### src/logic/cec_pkg.sv
// Package: register map, field layout, reset values and carrier types for error control
// How it works
// (RULE1) Disable 00b: log and report errors
// (RULE2) Disable 10b: log, no message
// (RULE3) Disable 11b: neither log nor report
// (RULE4) Setting 11b keeps pending status and log
// (RULE5) Device enable low stops all messages
// (RULE6) Disable field resets to 11b
// (RULE7) Log mask bit n blocks priority n+1 logging
// (RULE8) Report mask bit n blocks priority n+1 messages
// (RULE9) Both severity masks reset to zero
// (RULE10) Software never writes 01b to disable
// (RULE11) Bits 7:6 read back, no effect
// (RULE12) Status 00 none, 01 logged, 11 reported
// (RULE13) Masks apply from the very next error
`default_nettype none
package cec_pkg;
	////////////////////////////////////////////////////////////////////////////////
	// Register offsets (byte addresses, one word each)
	localparam logic [7:0] CEC_OFS_CTRL0  = 8'h00;
	localparam logic [7:0] CEC_OFS_CTRL1  = 8'h04;
	localparam logic [7:0] CEC_OFS_LOG    = 8'h08;
	localparam logic [7:0] CEC_OFS_IRQST  = 8'h0C;
	localparam logic [7:0] CEC_OFS_IRQMSK = 8'h10;
	localparam logic [7:0] CEC_OFS_DEV    = 8'h14;
	////////////////////////////////////////////////////////////////////////////////
	// Field positions
	localparam int CEC_STA_LO   = 0;
	localparam int CEC_DIS_LO   = 2;
	localparam int CEC_LMSK_LO  = 0;
	localparam int CEC_RSV_LO   = 6;
	localparam int CEC_RMSK_LO  = 8;
	localparam int CEC_SEV_W    = 6;
	localparam int CEC_PRIO_W   = 3;
	localparam int CEC_INFO_W   = 16;
	localparam int CEC_LOG_SEV_LO = 16;
	////////////////////////////////////////////////////////////////////////////////
	// Encodings and reset values
	localparam logic [1:0] CEC_DIS_BOTH_ON = 2'h0;
	localparam logic [1:0] CEC_DIS_BAD     = 2'h1;
	localparam logic [1:0] CEC_DIS_NO_MSG  = 2'h2;
	localparam logic [1:0] CEC_DIS_ALL_OFF = 2'h3;
	localparam logic [1:0] CEC_STA_NONE    = 2'h0;
	localparam logic [1:0] CEC_STA_LOGGED  = 2'h1;
	localparam logic [1:0] CEC_STA_REPORTED = 2'h3;
	localparam logic [1:0] CEC_STA_CLEAR   = 2'h3;
	localparam logic [5:0] CEC_MASK_RESET  = 6'h00;
	localparam logic [2:0] CEC_PRIO_NONE   = 3'h0;
	localparam logic [2:0] CEC_PRIO_MAX    = 3'h6;
	// Interrupt status bits
	localparam int CEC_IRQ_LOGGED = 0;
	localparam int CEC_IRQ_MSG    = 1;
	localparam int CEC_IRQ_W      = 2;
	////////////////////////////////////////////////////////////////////////////////
	// Carrier types
	typedef struct packed {
		logic       valid; // One-cycle error event
		logic [2:0] prio;  // Severity priority 1..6
		logic [15:0] info; // Error details for the log
	} cec_err_t;
	typedef struct packed {
		logic [7:0]  addr;  // Byte address
		logic [31:0] wdata; // Write data
		logic        wr;    // Write strobe
		logic        rd;    // Read strobe
	} cec_bus_t;
endpackage
`default_nettype wire

### src/logic/cec_filter.sv
// Severity filter: decides per error whether it logs and whether it reports
`default_nettype none
module cec_filter #(
	parameter int SEV_W = 6
) (
	// Incoming error
	input  wire logic [2:0]       prio,
	// Control fields
	input  wire logic [1:0]       dis,
	input  wire logic [SEV_W-1:0] log_mask,
	input  wire logic [SEV_W-1:0] msg_mask,
	input  wire logic             dev_en,
	// Decisions
	output logic                  do_log,
	output logic                  do_msg
);
	initial begin
		if (SEV_W != cec_pkg::CEC_SEV_W) begin
			$error("Severity width must match the field layout");
		end
	end
	logic [SEV_W-1:0] hit; // One-hot priority decode
	////////////////////////////////////////////////////////////////////////////////
	// Priority n+1 maps to mask bit n
	genvar g;
	generate
		for (g = 0; g < SEV_W; g++) begin : g_dec
			assign hit[g] = (prio == 3'(g + 1));
		end
	endgenerate
	// Disable field gates, masks gate per severity, device enable gates messages
	always_comb begin
		do_log = (hit != '0) && ((hit & log_mask) == '0)             // [RULE7] [RULE13]
			&& (dis == cec_pkg::CEC_DIS_BOTH_ON                  // [RULE1]
			|| dis == cec_pkg::CEC_DIS_NO_MSG);                  // [RULE2] [RULE3]
		do_msg = do_log && ((hit & msg_mask) == '0)                  // [RULE8]
			&& (dis == cec_pkg::CEC_DIS_BOTH_ON)                 // [RULE2]
			&& dev_en;                                           // [RULE5]
	end
endmodule
`default_nettype wire

### src/logic/cec_regs.sv
// Interrupt status and mask pair: sticky bits, write one to clear
`default_nettype none
module cec_irq #(
	parameter int W = 2
) (
	// Clock and reset
	input  wire logic         clk_sys,
	input  wire logic         rstn,
	input  wire logic         ce,
	// Events and software access
	input  wire logic [W-1:0] events,
	input  wire logic         wr_stat,
	input  wire logic         wr_mask,
	input  wire logic [W-1:0] wdata,
	// State
	output logic [W-1:0]      stat,
	output logic [W-1:0]      mask,
	output logic              irq
);
	initial begin
		if (W < 1) begin
			$error("Interrupt width must be positive");
		end
	end
	typedef struct packed {
		logic [W-1:0] stat; // Sticky events
		logic [W-1:0] mask; // Enable per event
		logic         irq;  // Registered output
	} cec_irq_state_t;
	cec_irq_state_t r, next_r;
	////////////////////////////////////////////////////////////////////////////////
	// Next state: set beats clear in the same cycle
	always_comb begin
		next_r = r;
		if (wr_stat) begin
			next_r.stat = r.stat & ~wdata;
		end
		next_r.stat = next_r.stat | events;
		if (wr_mask) begin
			next_r.mask = wdata;
		end
		next_r.irq = |(next_r.stat & next_r.mask);
	end
	// Register
	always_ff @(posedge clk_sys) begin
		if (!rstn) begin
			r <= '0;
		end else if (ce) begin
			r <= next_r;
		end
	end
	assign stat = r.stat;
	assign mask = r.mask;
	assign irq  = r.irq;
endmodule
`default_nettype wire

### src/logic/cec_top.sv
// Component error control: control registers, pending status, log and message output
//
// Our own choices: the placing of the registers and the address-and-strobe port.
`default_nettype none
module cec_top #(
	parameter int SEV_W  = 6,
	parameter int INFO_W = 16
) (
	// Clock, reset, enable
	input  wire logic                 clk_sys,
	input  wire logic                 rstn,
	input  wire logic                 ce,
	// Register port
	input  wire cec_pkg::cec_bus_t    bus,
	output logic [31:0]               rdata,
	// Protocol errors from the component
	input  wire cec_pkg::cec_err_t    err,
	// Error message request to the device, one cycle
	output logic                      msg_valid,
	output logic [2:0]                msg_prio,
	// Interrupt
	output logic                      irq
);
	////////////////////////////////////////////////////////////////////////////////
	// Elaboration checks
	initial begin
		if (SEV_W != cec_pkg::CEC_SEV_W || INFO_W != cec_pkg::CEC_INFO_W) begin
			$error("Field widths fixed by the register layout");
		end
	end
	////////////////////////////////////////////////////////////////////////////////
	// All block state in one struct
	typedef struct packed {
		logic [1:0]       sta;       // Pending status
		logic [1:0]       dis;       // Disable field
		logic [SEV_W-1:0] log_mask;  // Severity logging mask
		logic [1:0]       rsv;       // Preserved bits 7:6
		logic [SEV_W-1:0] msg_mask;  // Severity message mask
		logic             dev_en;    // Device-level error enable
		logic [2:0]       log_prio;  // Logged severity
		logic [INFO_W-1:0] log_info; // Logged details
		logic [31:0]      rdata;     // Read data register
		logic             msg_valid; // Message strobe
		logic [2:0]       msg_prio;  // Message severity
		logic             irq;       // Interrupt level, one cycle behind the pair
	} cec_state_t;
	cec_state_t r, next_r;
	// Decoded accesses
	logic wr0, wr1, wr_dev, wr_ist, wr_imk;
	logic do_log, do_msg;          // Filter decisions
	logic upgrade;                 // New error outranks the log
	logic [cec_pkg::CEC_IRQ_W-1:0] ev, ist, imk;
	logic irq_w;                   // Interrupt level from the pair
	logic [1:0] sta_after_clr;     // Status after a software clear
	////////////////////////////////////////////////////////////////////////////////
	// Address decode
	always_comb begin
		wr0    = bus.wr && bus.addr == cec_pkg::CEC_OFS_CTRL0;
		wr1    = bus.wr && bus.addr == cec_pkg::CEC_OFS_CTRL1;
		wr_dev = bus.wr && bus.addr == cec_pkg::CEC_OFS_DEV;
		wr_ist = bus.wr && bus.addr == cec_pkg::CEC_OFS_IRQST;
		wr_imk = bus.wr && bus.addr == cec_pkg::CEC_OFS_IRQMSK;
	end
	////////////////////////////////////////////////////////////////////////////////
	// Filter sees the current fields, so a mask written earlier already holds
	cec_filter #(
		.SEV_W    (SEV_W)
	) u_filter (
		.prio     (err.prio),
		.dis      (r.dis),
		.log_mask (r.log_mask),
		.msg_mask (r.msg_mask),
		.dev_en   (r.dev_en),
		.do_log   (do_log),
		.do_msg   (do_msg)
	);
	////////////////////////////////////////////////////////////////////////////////
	// Interrupt events: a log captured, a message sent
	always_comb begin
		ev = '0;
		ev[cec_pkg::CEC_IRQ_LOGGED] = err.valid && do_log && upgrade;
		ev[cec_pkg::CEC_IRQ_MSG]    = err.valid && do_msg && upgrade;
	end
	cec_irq #(
		.W       (cec_pkg::CEC_IRQ_W)
	) u_irq (
		.clk_sys (clk_sys),
		.rstn    (rstn),
		.ce      (ce),
		.events  (ev),
		.wr_stat (wr_ist),
		.wr_mask (wr_imk),
		.wdata   (bus.wdata[cec_pkg::CEC_IRQ_W-1:0]),
		.stat    (ist),
		.mask    (imk),
		.irq     (irq_w)
	);
	////////////////////////////////////////////////////////////////////////////////
	// Next-state logic
	always_comb begin
		next_r = r;
		next_r.msg_valid = 1'b0;
		// Interrupt level registered again so the output is a flip-flop
		next_r.irq = irq_w;
		// Software clear of status: all ones clears, zeros do nothing
		sta_after_clr = r.sta;
		if (wr0 && bus.wdata[cec_pkg::CEC_STA_LO +: 2] == cec_pkg::CEC_STA_CLEAR) begin
			sta_after_clr = cec_pkg::CEC_STA_NONE;                // [RULE12]
		end
		// Empty log takes any error; a held log takes only a higher priority
		upgrade = (sta_after_clr == cec_pkg::CEC_STA_NONE)
			|| (err.prio > r.log_prio);
		next_r.sta = sta_after_clr;
		// Control register 0: disable field; 01b is kept as written
		if (wr0) begin
			next_r.dis = bus.wdata[cec_pkg::CEC_DIS_LO +: 2];      // [RULE4] [RULE10]
		end
		// Control register 1: masks and preserved bits
		if (wr1) begin
			next_r.log_mask = bus.wdata[cec_pkg::CEC_LMSK_LO +: SEV_W];
			next_r.rsv      = bus.wdata[cec_pkg::CEC_RSV_LO +: 2]; // [RULE11]
			next_r.msg_mask = bus.wdata[cec_pkg::CEC_RMSK_LO +: SEV_W];
		end
		if (wr_dev) begin
			next_r.dev_en = bus.wdata[0];                         // [RULE5]
		end
		// Error capture: event beats a clear in the same cycle
		if (err.valid && do_log && upgrade) begin
			next_r.log_prio = err.prio;                           // [RULE1] [RULE2]
			next_r.log_info = err.info;
			next_r.sta = do_msg ? cec_pkg::CEC_STA_REPORTED
				: cec_pkg::CEC_STA_LOGGED;                    // [RULE12]
			next_r.msg_valid = do_msg;                            // [RULE1] [RULE8]
			next_r.msg_prio  = err.prio;
		end
		// Read data, one cycle later; unmapped reads zero
		next_r.rdata = '0;
		if (bus.rd) begin
			unique case (bus.addr)
				cec_pkg::CEC_OFS_CTRL0: begin
					next_r.rdata[cec_pkg::CEC_STA_LO +: 2] = r.sta;
					next_r.rdata[cec_pkg::CEC_DIS_LO +: 2] = r.dis;
				end
				cec_pkg::CEC_OFS_CTRL1: begin
					next_r.rdata[cec_pkg::CEC_LMSK_LO +: SEV_W] = r.log_mask;
					next_r.rdata[cec_pkg::CEC_RSV_LO +: 2]      = r.rsv; // [RULE11]
					next_r.rdata[cec_pkg::CEC_RMSK_LO +: SEV_W] = r.msg_mask;
				end
				cec_pkg::CEC_OFS_LOG: begin
					next_r.rdata[INFO_W-1:0] = r.log_info;
					next_r.rdata[cec_pkg::CEC_LOG_SEV_LO +: 3] = r.log_prio;
				end
				cec_pkg::CEC_OFS_IRQST: begin
					next_r.rdata[cec_pkg::CEC_IRQ_W-1:0] = ist;
				end
				cec_pkg::CEC_OFS_IRQMSK: begin
					next_r.rdata[cec_pkg::CEC_IRQ_W-1:0] = imk;
				end
				cec_pkg::CEC_OFS_DEV: begin
					next_r.rdata[0] = r.dev_en;
				end
				default: begin
					next_r.rdata = '0;
				end
			endcase
		end
	end
	////////////////////////////////////////////////////////////////////////////////
	// State register with reset values
	always_ff @(posedge clk_sys) begin
		if (!rstn) begin
			r          <= '0;
			r.dis      <= cec_pkg::CEC_DIS_ALL_OFF;                   // [RULE6]
			r.log_mask <= cec_pkg::CEC_MASK_RESET;                    // [RULE9]
			r.msg_mask <= cec_pkg::CEC_MASK_RESET;                    // [RULE9]
			r.log_prio <= cec_pkg::CEC_PRIO_NONE;
		end else if (ce) begin
			r <= next_r;
		end
	end
	assign rdata     = r.rdata;
	assign msg_valid = r.msg_valid;
	assign msg_prio  = r.msg_prio;
	assign irq       = r.irq;
endmodule
`default_nettype wire
### config.mk
export PLATFORM = sky130hd
export DESIGN_NAME = cec_top
export DESIGN_NICKNAME = d
export VERILOG_FILES = /design/src/logic/cec_pkg.sv /design/src/logic/cec_filter.sv /design/src/logic/cec_regs.sv /design/src/logic/cec_top.sv
export SDC_FILE = /design/constraint.sdc
export NUM_CORES = 1
export LEC_CHECK = 0
export ABC_AREA = 1
export ABC_CLOCK_PERIOD_IN_PS = 4200
export BUFFER_PORTS_ARGS = -buffer_cell sky130_fd_sc_hd__clkbuf_2
export CAP_MARGIN = 5
export CORE_MARGIN = 4
export CORE_UTILIZATION = 56
export CTS_CLUSTER_SIZE = 30
export DETAILED_ROUTE_END_ITERATION = 6
export GPL_TIMING_DRIVEN = 0
export HOLD_SLACK_MARGIN = 0.08
export PLACE_DENSITY = 0.86
export SYNTH_ARGS = -nofsm -noshare
export SYNTH_HDL_FRONTEND = slang
export SYNTH_HIERARCHICAL = 1
export SYNTH_SLANG_ARGS = --single-unit
### constraint.sdc
create_clock -name clk_sys -period 4.2 [get_ports clk_sys]
set_input_delay 1.05 -clock clk_sys [delete_from_list [all_inputs] [get_ports clk_sys]]
set_output_delay 1.05 -clock clk_sys [all_outputs]
set_load 0.02 [all_outputs]
==> run metrics, run 1 <==
outcome=finished clean; I/O pin count=roughly 100; Design Area, Final=between 0.004 and 0.005 sq mm; Post-synth EDFFs=0; register area share after synthesis=roughly 37%; CTS sink count=64; critical path depth in cells=15; Post-Place Cell Area=~0.0039 sq mm; Bufs on Longest Clock Path=2; Detailed Route Iter0 Violations=roughly 160; worst hold slack=0.4637 ns; die area=about 0.0075 sq mm; Top FF cell, synth=dfxtp_1; Leak=approximately 2.1 nW; post-route setup TNS=0 ns; post-synthesis cell area=0.003456 sq mm; cts hold-fix bufs=0; gp weighted congestion=around 0.93; number of global-route vias before repair=3074; leading area contributor after synthesis=dfxtp_1; post-synth top area share=a little under two fifths; Syn-to-layout area delta=20.53%; max-cap viol count=0; initial antenna violation count=0; Final Hold Viols=0; clock slew at reported path FFs=~0.06 ns; slowest CP cell=buf_6; Post-Layout Cell Count=between 600 and 700; top cells by area, synth=dfxtp_1 (37%), nand2_1 (15%), nor2_1 (8.9%); WP buf/inv=7; RSZ-0062 raised after global routing=no; Tightest Pin Transition=~0.53 ns; CTS resizes=0; synthesized flop and latch total=64; total gr overflow=0; hold depth=2; worst skew pair latency=between 0.3 and 0.4 ns; pin count of the biggest net entering global routing=11; pwr dens=about 320 mW/mm^2; Hold WC Path Type=register to register; number of port buffers=70; FP Rows=28; Die W=86.56 um; Die Span Y=86.56 um; delay-heaviest family, CP=buffers and inverters; cts bufs inserted=9; antenna fix cells=0; DRC Markers=0; GRT Total Usage=22.58%; count leader, synth=nand2_1; startpoint types=input pin; Required @ worst endpoint=4.43 ns; Ys Warns=6; peak supply drop=209.5 uV; nets@finish=between 600 and 700; cell count after placement=slightly below 700; first-pass GRT wire length=13280 um; critical path class=input pin to register; worst r2r path cells=11; total power=between 1 and 1.5 mW; critical-path cell list=clkbuf_2 > buf_6 > inv_2 > nand4_1 > nand2_1 > nor2_1 > nand2_1 > inv_1 > nand2_1 > inv_1 > nand3_4 > buf_6 > buf_6 > nor2_2 > nor2_1; WL final=around 8300 um; Syn Area/Cell=roughly 6.7 sq um; Synth Instances=~520; wire per inst=between 10 and 15 um; root buf cell=clkbuf_8; post-route clock period utilization=between 50% and 60%; ys async rst share=0%; Max-Slew Margin vs Limit=around 64%; share of cells above drive strength 1=between 20% and 30%; Core ar.=0.005956 sq mm; R2R setup slack=approximately 2.3 ns; DP HPWL=around 6400 um; CTS tree=done; worst-path fanout max=10; Crit. End Element=register; CP arrival=between 2 and 3 ns; count of final max-slew check failures=0; Distinct cells, synth=30; Worst path max stage delay=roughly 0.16 ns; via count=~3400; vias per std cell=4.988; commonest cells in the synthesized netlist=nand2_1 (139), nor2_1 (82), dfxtp_1 (64), inv_1 (49), buf_4 (36); Tmin final=2.366 ns; Initial Util=between 50% and 60%; Max Fclk=about 420 MHz; final clock skew=between 0.006 and 0.007 ns; DR pass1 iterations=5; H-tree Lvls=3; Post-CTS Setup Bufs=0; final setup vio count=0; post-route ant nets=0
-- sequential cells by signal, summed over array words and instances, names as in the netlist --
register and flops:
msg_prio 3, u_irq/irq 1, msg_valid 1, r 35, rdata 19, irq 1
u_irq/mask 2, u_irq/stat 2
-- worst min-delay path: stages, from the launching register on --
cell,delay [ns]
dfxtp_1,0.31
nand2_1,0.06
a21oi_1,0.05
-- routing by layer --
layer | part of all wire, % | up-vias | track usage (%) | routed length (um)
met5 | 0 | - | 0 | 0
met3 | 8.8 | 8 | 6.654 | 729
li1 | - | 1748 | - | -
met2 | 48 | 146 | 37.83 | 3947
met1 | 43 | 1540 | 27.84 | 3520
met4 | 1.0 | 0 | 7.224 | 83
-- path summary, 6_finish.rpt --
check	startpoint	end
max	err[17]	r[46]
min	rdata[18]	rdata[18]
max reg2reg	msg_prio[2]	r[47]
min reg2reg	rdata[18]	rdata[18]
-- cells by family (layout without fill, tap and decap cells) --
kind of cell	count (synthesis)	in the layout	share of synthesized area, %
DFF	64	64	37.07
other	1	13	0.1085
buffers and inverters	109	194	17.16
adders and majority gates	3	3	1.086
AOI/OAI and AO/OA	60	60	9.269
and+or+nand+nor	281	281	35.30
-- per-stage QoR --
step / setup slack, ns / util, %
after global placement: 1.597 / 66.24
after detailed placement: 1.554 / 66.24
after CTS: 1.904 / 69.94
after floorplan: 1.937 / -
final: 1.834 / 69.94
after global routing: 1.763 / 69.94
-- cell type report --
cell class | count | area, sq um
Buffer | 55 | 385.4
Clock buffer | 12 | 155.1
Clock inverter | 3 | 65.06
Fill cell | 524 | 1790
Inverter | 54 | 207.7
Multi-Input combinational cell | 357 | 1627
Sequential cell | 64 | 1281
Tap cell | 75 | 93.84
Timing Repair Buffer | 70 | 350.3
-- layout by cell type (no fill, tap or decap), types with 21 or more instances in the layout --
| cell type | n |
|---|---|
| buf_4 | 36 |
| nor2_1 | 82 |
| dfxtp_1 | 64 |
| nand3_1 | 23 |
| nand2_1 | 139 |
| clkbuf_2 | 70 |
| a21oi_1 | 21 |
| inv_1 | 49 |
| o21ai_0 | 29 |
-- power breakdown --
| group | total [mW] | switching (mW) | internal (mW) |
|---|---|---|---|
| combinational | 0.117 | 0.0729 | 0.0439 |
| sequential | 0.615 | 0.00367 | 0.612 |
| clock | 0.583 | 0.220 | 0.362 |
Note: power is estimated with default switching activity, not from simulation.
==> run 2, diff against run 1 <==
ABC_AREA = 0   (was 1)
ABC_CLOCK_PERIOD_IN_PS = 2390   (was 4200)
CORE_UTILIZATION = 51   (was 56)
PLACE_DENSITY = 0.8   (was 0.86)
clock period = 2.39 ns   (was 4.2 ns; I/O delays follow)
==> run 2 against run 1 <==
Against the previous run: via count decreased by 13%; critical path depth fell by 5; critical endpoint is now msg_prio[0]; count of clock-buffer cells in the layout fell by 2; largest power group unchanged; clock power increased by 77%; non-clock buffer count rose by 5; die area rose by 2.6%.
==> run metrics, run 2 <==
worst-path fanout max=10 (unchanged); post-synthesis cell area=0.003238 sq mm (-6.3%); reg2reg end=msg_prio[0]; Post-synth EDFFs=0 (unchanged); commonest non-fill, non-tap cell in the layout=clkbuf_2; total gr overflow=0 (unchanged); number of port buffers=69 (-1.4%); Distinct cells, synth=56 (+87%); Ys Warns=6 (unchanged); nets@finish=541 (-20%); Tightest Pin Transition=0.6147 ns (+0.08068 ns); share of cells above drive strength 1=29.92% (+3.9 points); hold depth=2 (unchanged); CTS tree=done; Tmin final=around 2.3 ns; total power=2.300 mW (+75%); GRT Total Usage=22.13% (-0.45 points); worst min-delay path endpoint=r[48]; initial antenna violation count=0 (unchanged); I/O pin count=102 (unchanged); wire per inst=14.81 um (+23%); post-synth top area share=39.57% (+2.5 points); Design Area, Final=0.003959 sq mm (-5.0%); number of global-route vias before repair=2837 (-7.7%); GR Util met2=34.93% (-2.9 points); root buf cell=clkbuf_8; clock slew at reported path FFs=0.07 ns (about the same); Hold WC Path Type=register to register; Final Hold Viols=0 (unchanged); DP HPWL=6060 um (-5.7%); Initial Util=53.74% (-4.3 points); via count=3010 (-13%); Die W=87.68 um (+1.3%); critical path class=input pin to register; synthesized flop and latch total=64 (unchanged); M3 GR Usage=4.610% (-2.0 points); commonest cells after routing, fill and taps aside=clkbuf_2 (70), dfxtp_1 (64), nor2_1 (44); Synth Instances=379 (-27%); Syn Area/Cell=8.544 sq um (+28%); pin count of the biggest net entering global routing=12 (+1); R2R setup slack=0.17 ns (-2.17 ns); outcome=finished clean; commonest cells in the synthesized netlist=dfxtp_1 (64), nor2_1 (44), buf_4 (37), nand2_1 (30), nand3_1 (28); cts bufs inserted=9 (unchanged); Detailed Route Iter0 Violations=233 (+42%); DRC Markers=0 (unchanged); DR pass1 iterations=5 (unchanged); Core ar.=0.006026 sq mm (+1.2%); Post-Place Cell Area=0.003722 sq mm (-5.6%); count leader, synth=dfxtp_1; Top FF cell, synth=dfxtp_1; worst r2r path cells=8 (-3); pwr dens=581.0 mW/mm^2 (+84%); startpoint types=input pin; Crit. End Element=register; DP Worst Slack=-0.1986 ns (-1.752 ns); CTS sink count=64 (unchanged); Die Span Y=87.68 um (+1.3%); final setup vio count=0 (unchanged); M1 GR Usage=29.03% (+1.2 points); CP arrival=2.56 ns (-0.04 ns); count of final max-slew check failures=0 (unchanged); number of flip-flops in the largest register=35 (unchanged); first-pass GRT wire length=13210 um (-0.52%); ys async rst share=0% (unchanged); Hold Startpoint=r[48]; worst skew pair latency=0.35 ns (about the same); launch point of the worst reg-to-reg path=msg_prio[2]; antenna fix cells=0 (unchanged); leading area contributor after synthesis=dfxtp_1; Required @ worst endpoint=2.66 ns (-1.77 ns); Max Fclk=around 440 MHz; peak supply drop=395.0 uV (+89%); worst setup margin=0.09984 ns (-1.734 ns); FP Rows=28 (unchanged); max-cap viol count=0 (unchanged); Syn-to-layout area delta=22.26%; post-route ant nets=0 (unchanged); WL final=8188 um (-1.1%); post-route clock period utilization=95.82%; most flop-heavy register=r; top cells by area, synth=dfxtp_1 (40%), buf_4 (8.6%), mux2i_1 (8.0%); vias per std cell=5.443 (+9.1%); RSZ-0062 raised after global routing=no; gp weighted congestion=0.9234 (-1.0%); register area share after synthesis=39.57% (+2.5 points); Leak=1.782 nW (-15%); final clock skew=0.006441 ns (+0.0003359 ns); gr busiest metal=met2; die area=0.007688 sq mm (+2.6%); H-tree Lvls=3 (unchanged); Bufs on Longest Clock Path=2 (unchanged); Max-Slew Margin vs Limit=59.02% (-5.1 points)
run 2: cell count changes after synthesis, sizes merged, moves of 4 or more:
cell | previous run | this run
nand2 | 143 | 30
nor2 | 99 | 44
inv | 54 | 6
mux2i | 0 | 26
nor2b | 0 | 10
a22oi | 0 | 9
nand2b | 0 | 8
clkbuf | 8 | 15
nand4 | 9 | 2
o21ai | 31 | 24
a32oi | 0 | 4
run 2: worst max-delay path by stage:
stage,cells after the start,end,slack [ns],start
floorplan,8,r[74],0.13,err[18]
global placement,10,msg_prio[0],-0.14,err[18]
detailed placement,10,msg_prio[0],-0.20,err[18]
CTS,10,msg_prio[0],0.15,err[18]
global route,8,msg_prio[0],0.003,msg_prio[2]
finish,10,msg_prio[0],0.1,err[18]
run 2: cell families (layout without fill, tap and decap cells):
logic type | after synthesis | count (layout) | synth area share (%)
buffers and inverters | 65 | 152 | 12.56
muxes | 28 | 28 | 9.080
adders and majority gates | 3 | 3 | 1.159
AOI/OAI and AO/OA | 76 | 76 | 15.49
DFF | 64 | 64 | 39.57
and+or+nand+nor | 142 | 142 | 22.02
other | 1 | 13 | 0.1158
run 2: what timing repair did:
action / 4_1_cts / 5_1_grt
hold buffers: 0 / 0
setup buffers: 0 / 2
setup endpoints to repair: 0 / 8
gates resized for setup: 0 / 2
run 2: through the flow:
step / std cells / TNS (ns) / util (%) / hold WS (ns)
floorplan: 391 / 0 / - / 0.4363
global placement: 535 / -2.255 / 61.77 / 0.4469
detailed placement: 535 / -3.958 / 61.77 / 0.4567
CTS: 551 / 0 / 65.43 / 0.4662
global route: 553 / 0 / 65.70 / 0.4714
finish: 553 / 0 / 65.70 / 0.4654
run 2: power breakdown:
part / leakage [nW] / internal (mW) / switching, mW
combinational: 1.15 / 0.0773 / 0.121
sequential: 0.516 / 1.07 / 0.00236
clock: 0.112 / 0.610 / 0.421
run 2: area by class of cell:
class / count / area (sq um)
flip-flops and latches: 64 / 1281
well taps: 75 / 93.84
fillers: 517 / 2067
plain buffers: 59 / 385.4
inverters: 6 / 22.52
multi-input cells: 262 / 1595
clock inverters: 6 / 82.58
repair buffers: 71 / 360.3
clock buffers: 10 / 137.6
run 2: worst max-delay path, cell delays in order:
cell	delay, ns
clkbuf_2	0.12
buf_6	0.14
and2b_2	0.21
a222oi_1	0.37
a2111oi_2	0.11
and2_1	0.19
o311ai_2	0.12
clkbuf_1	0.44
nand3_1	0.16
o31ai_2	0.09
run 2: routing by layer:
metal,wire length [um],vias to the layer above
li1,-,1467
met3,732,24
met5,0,-
met2,3717,144
met1,3520,1375
met4,218,0
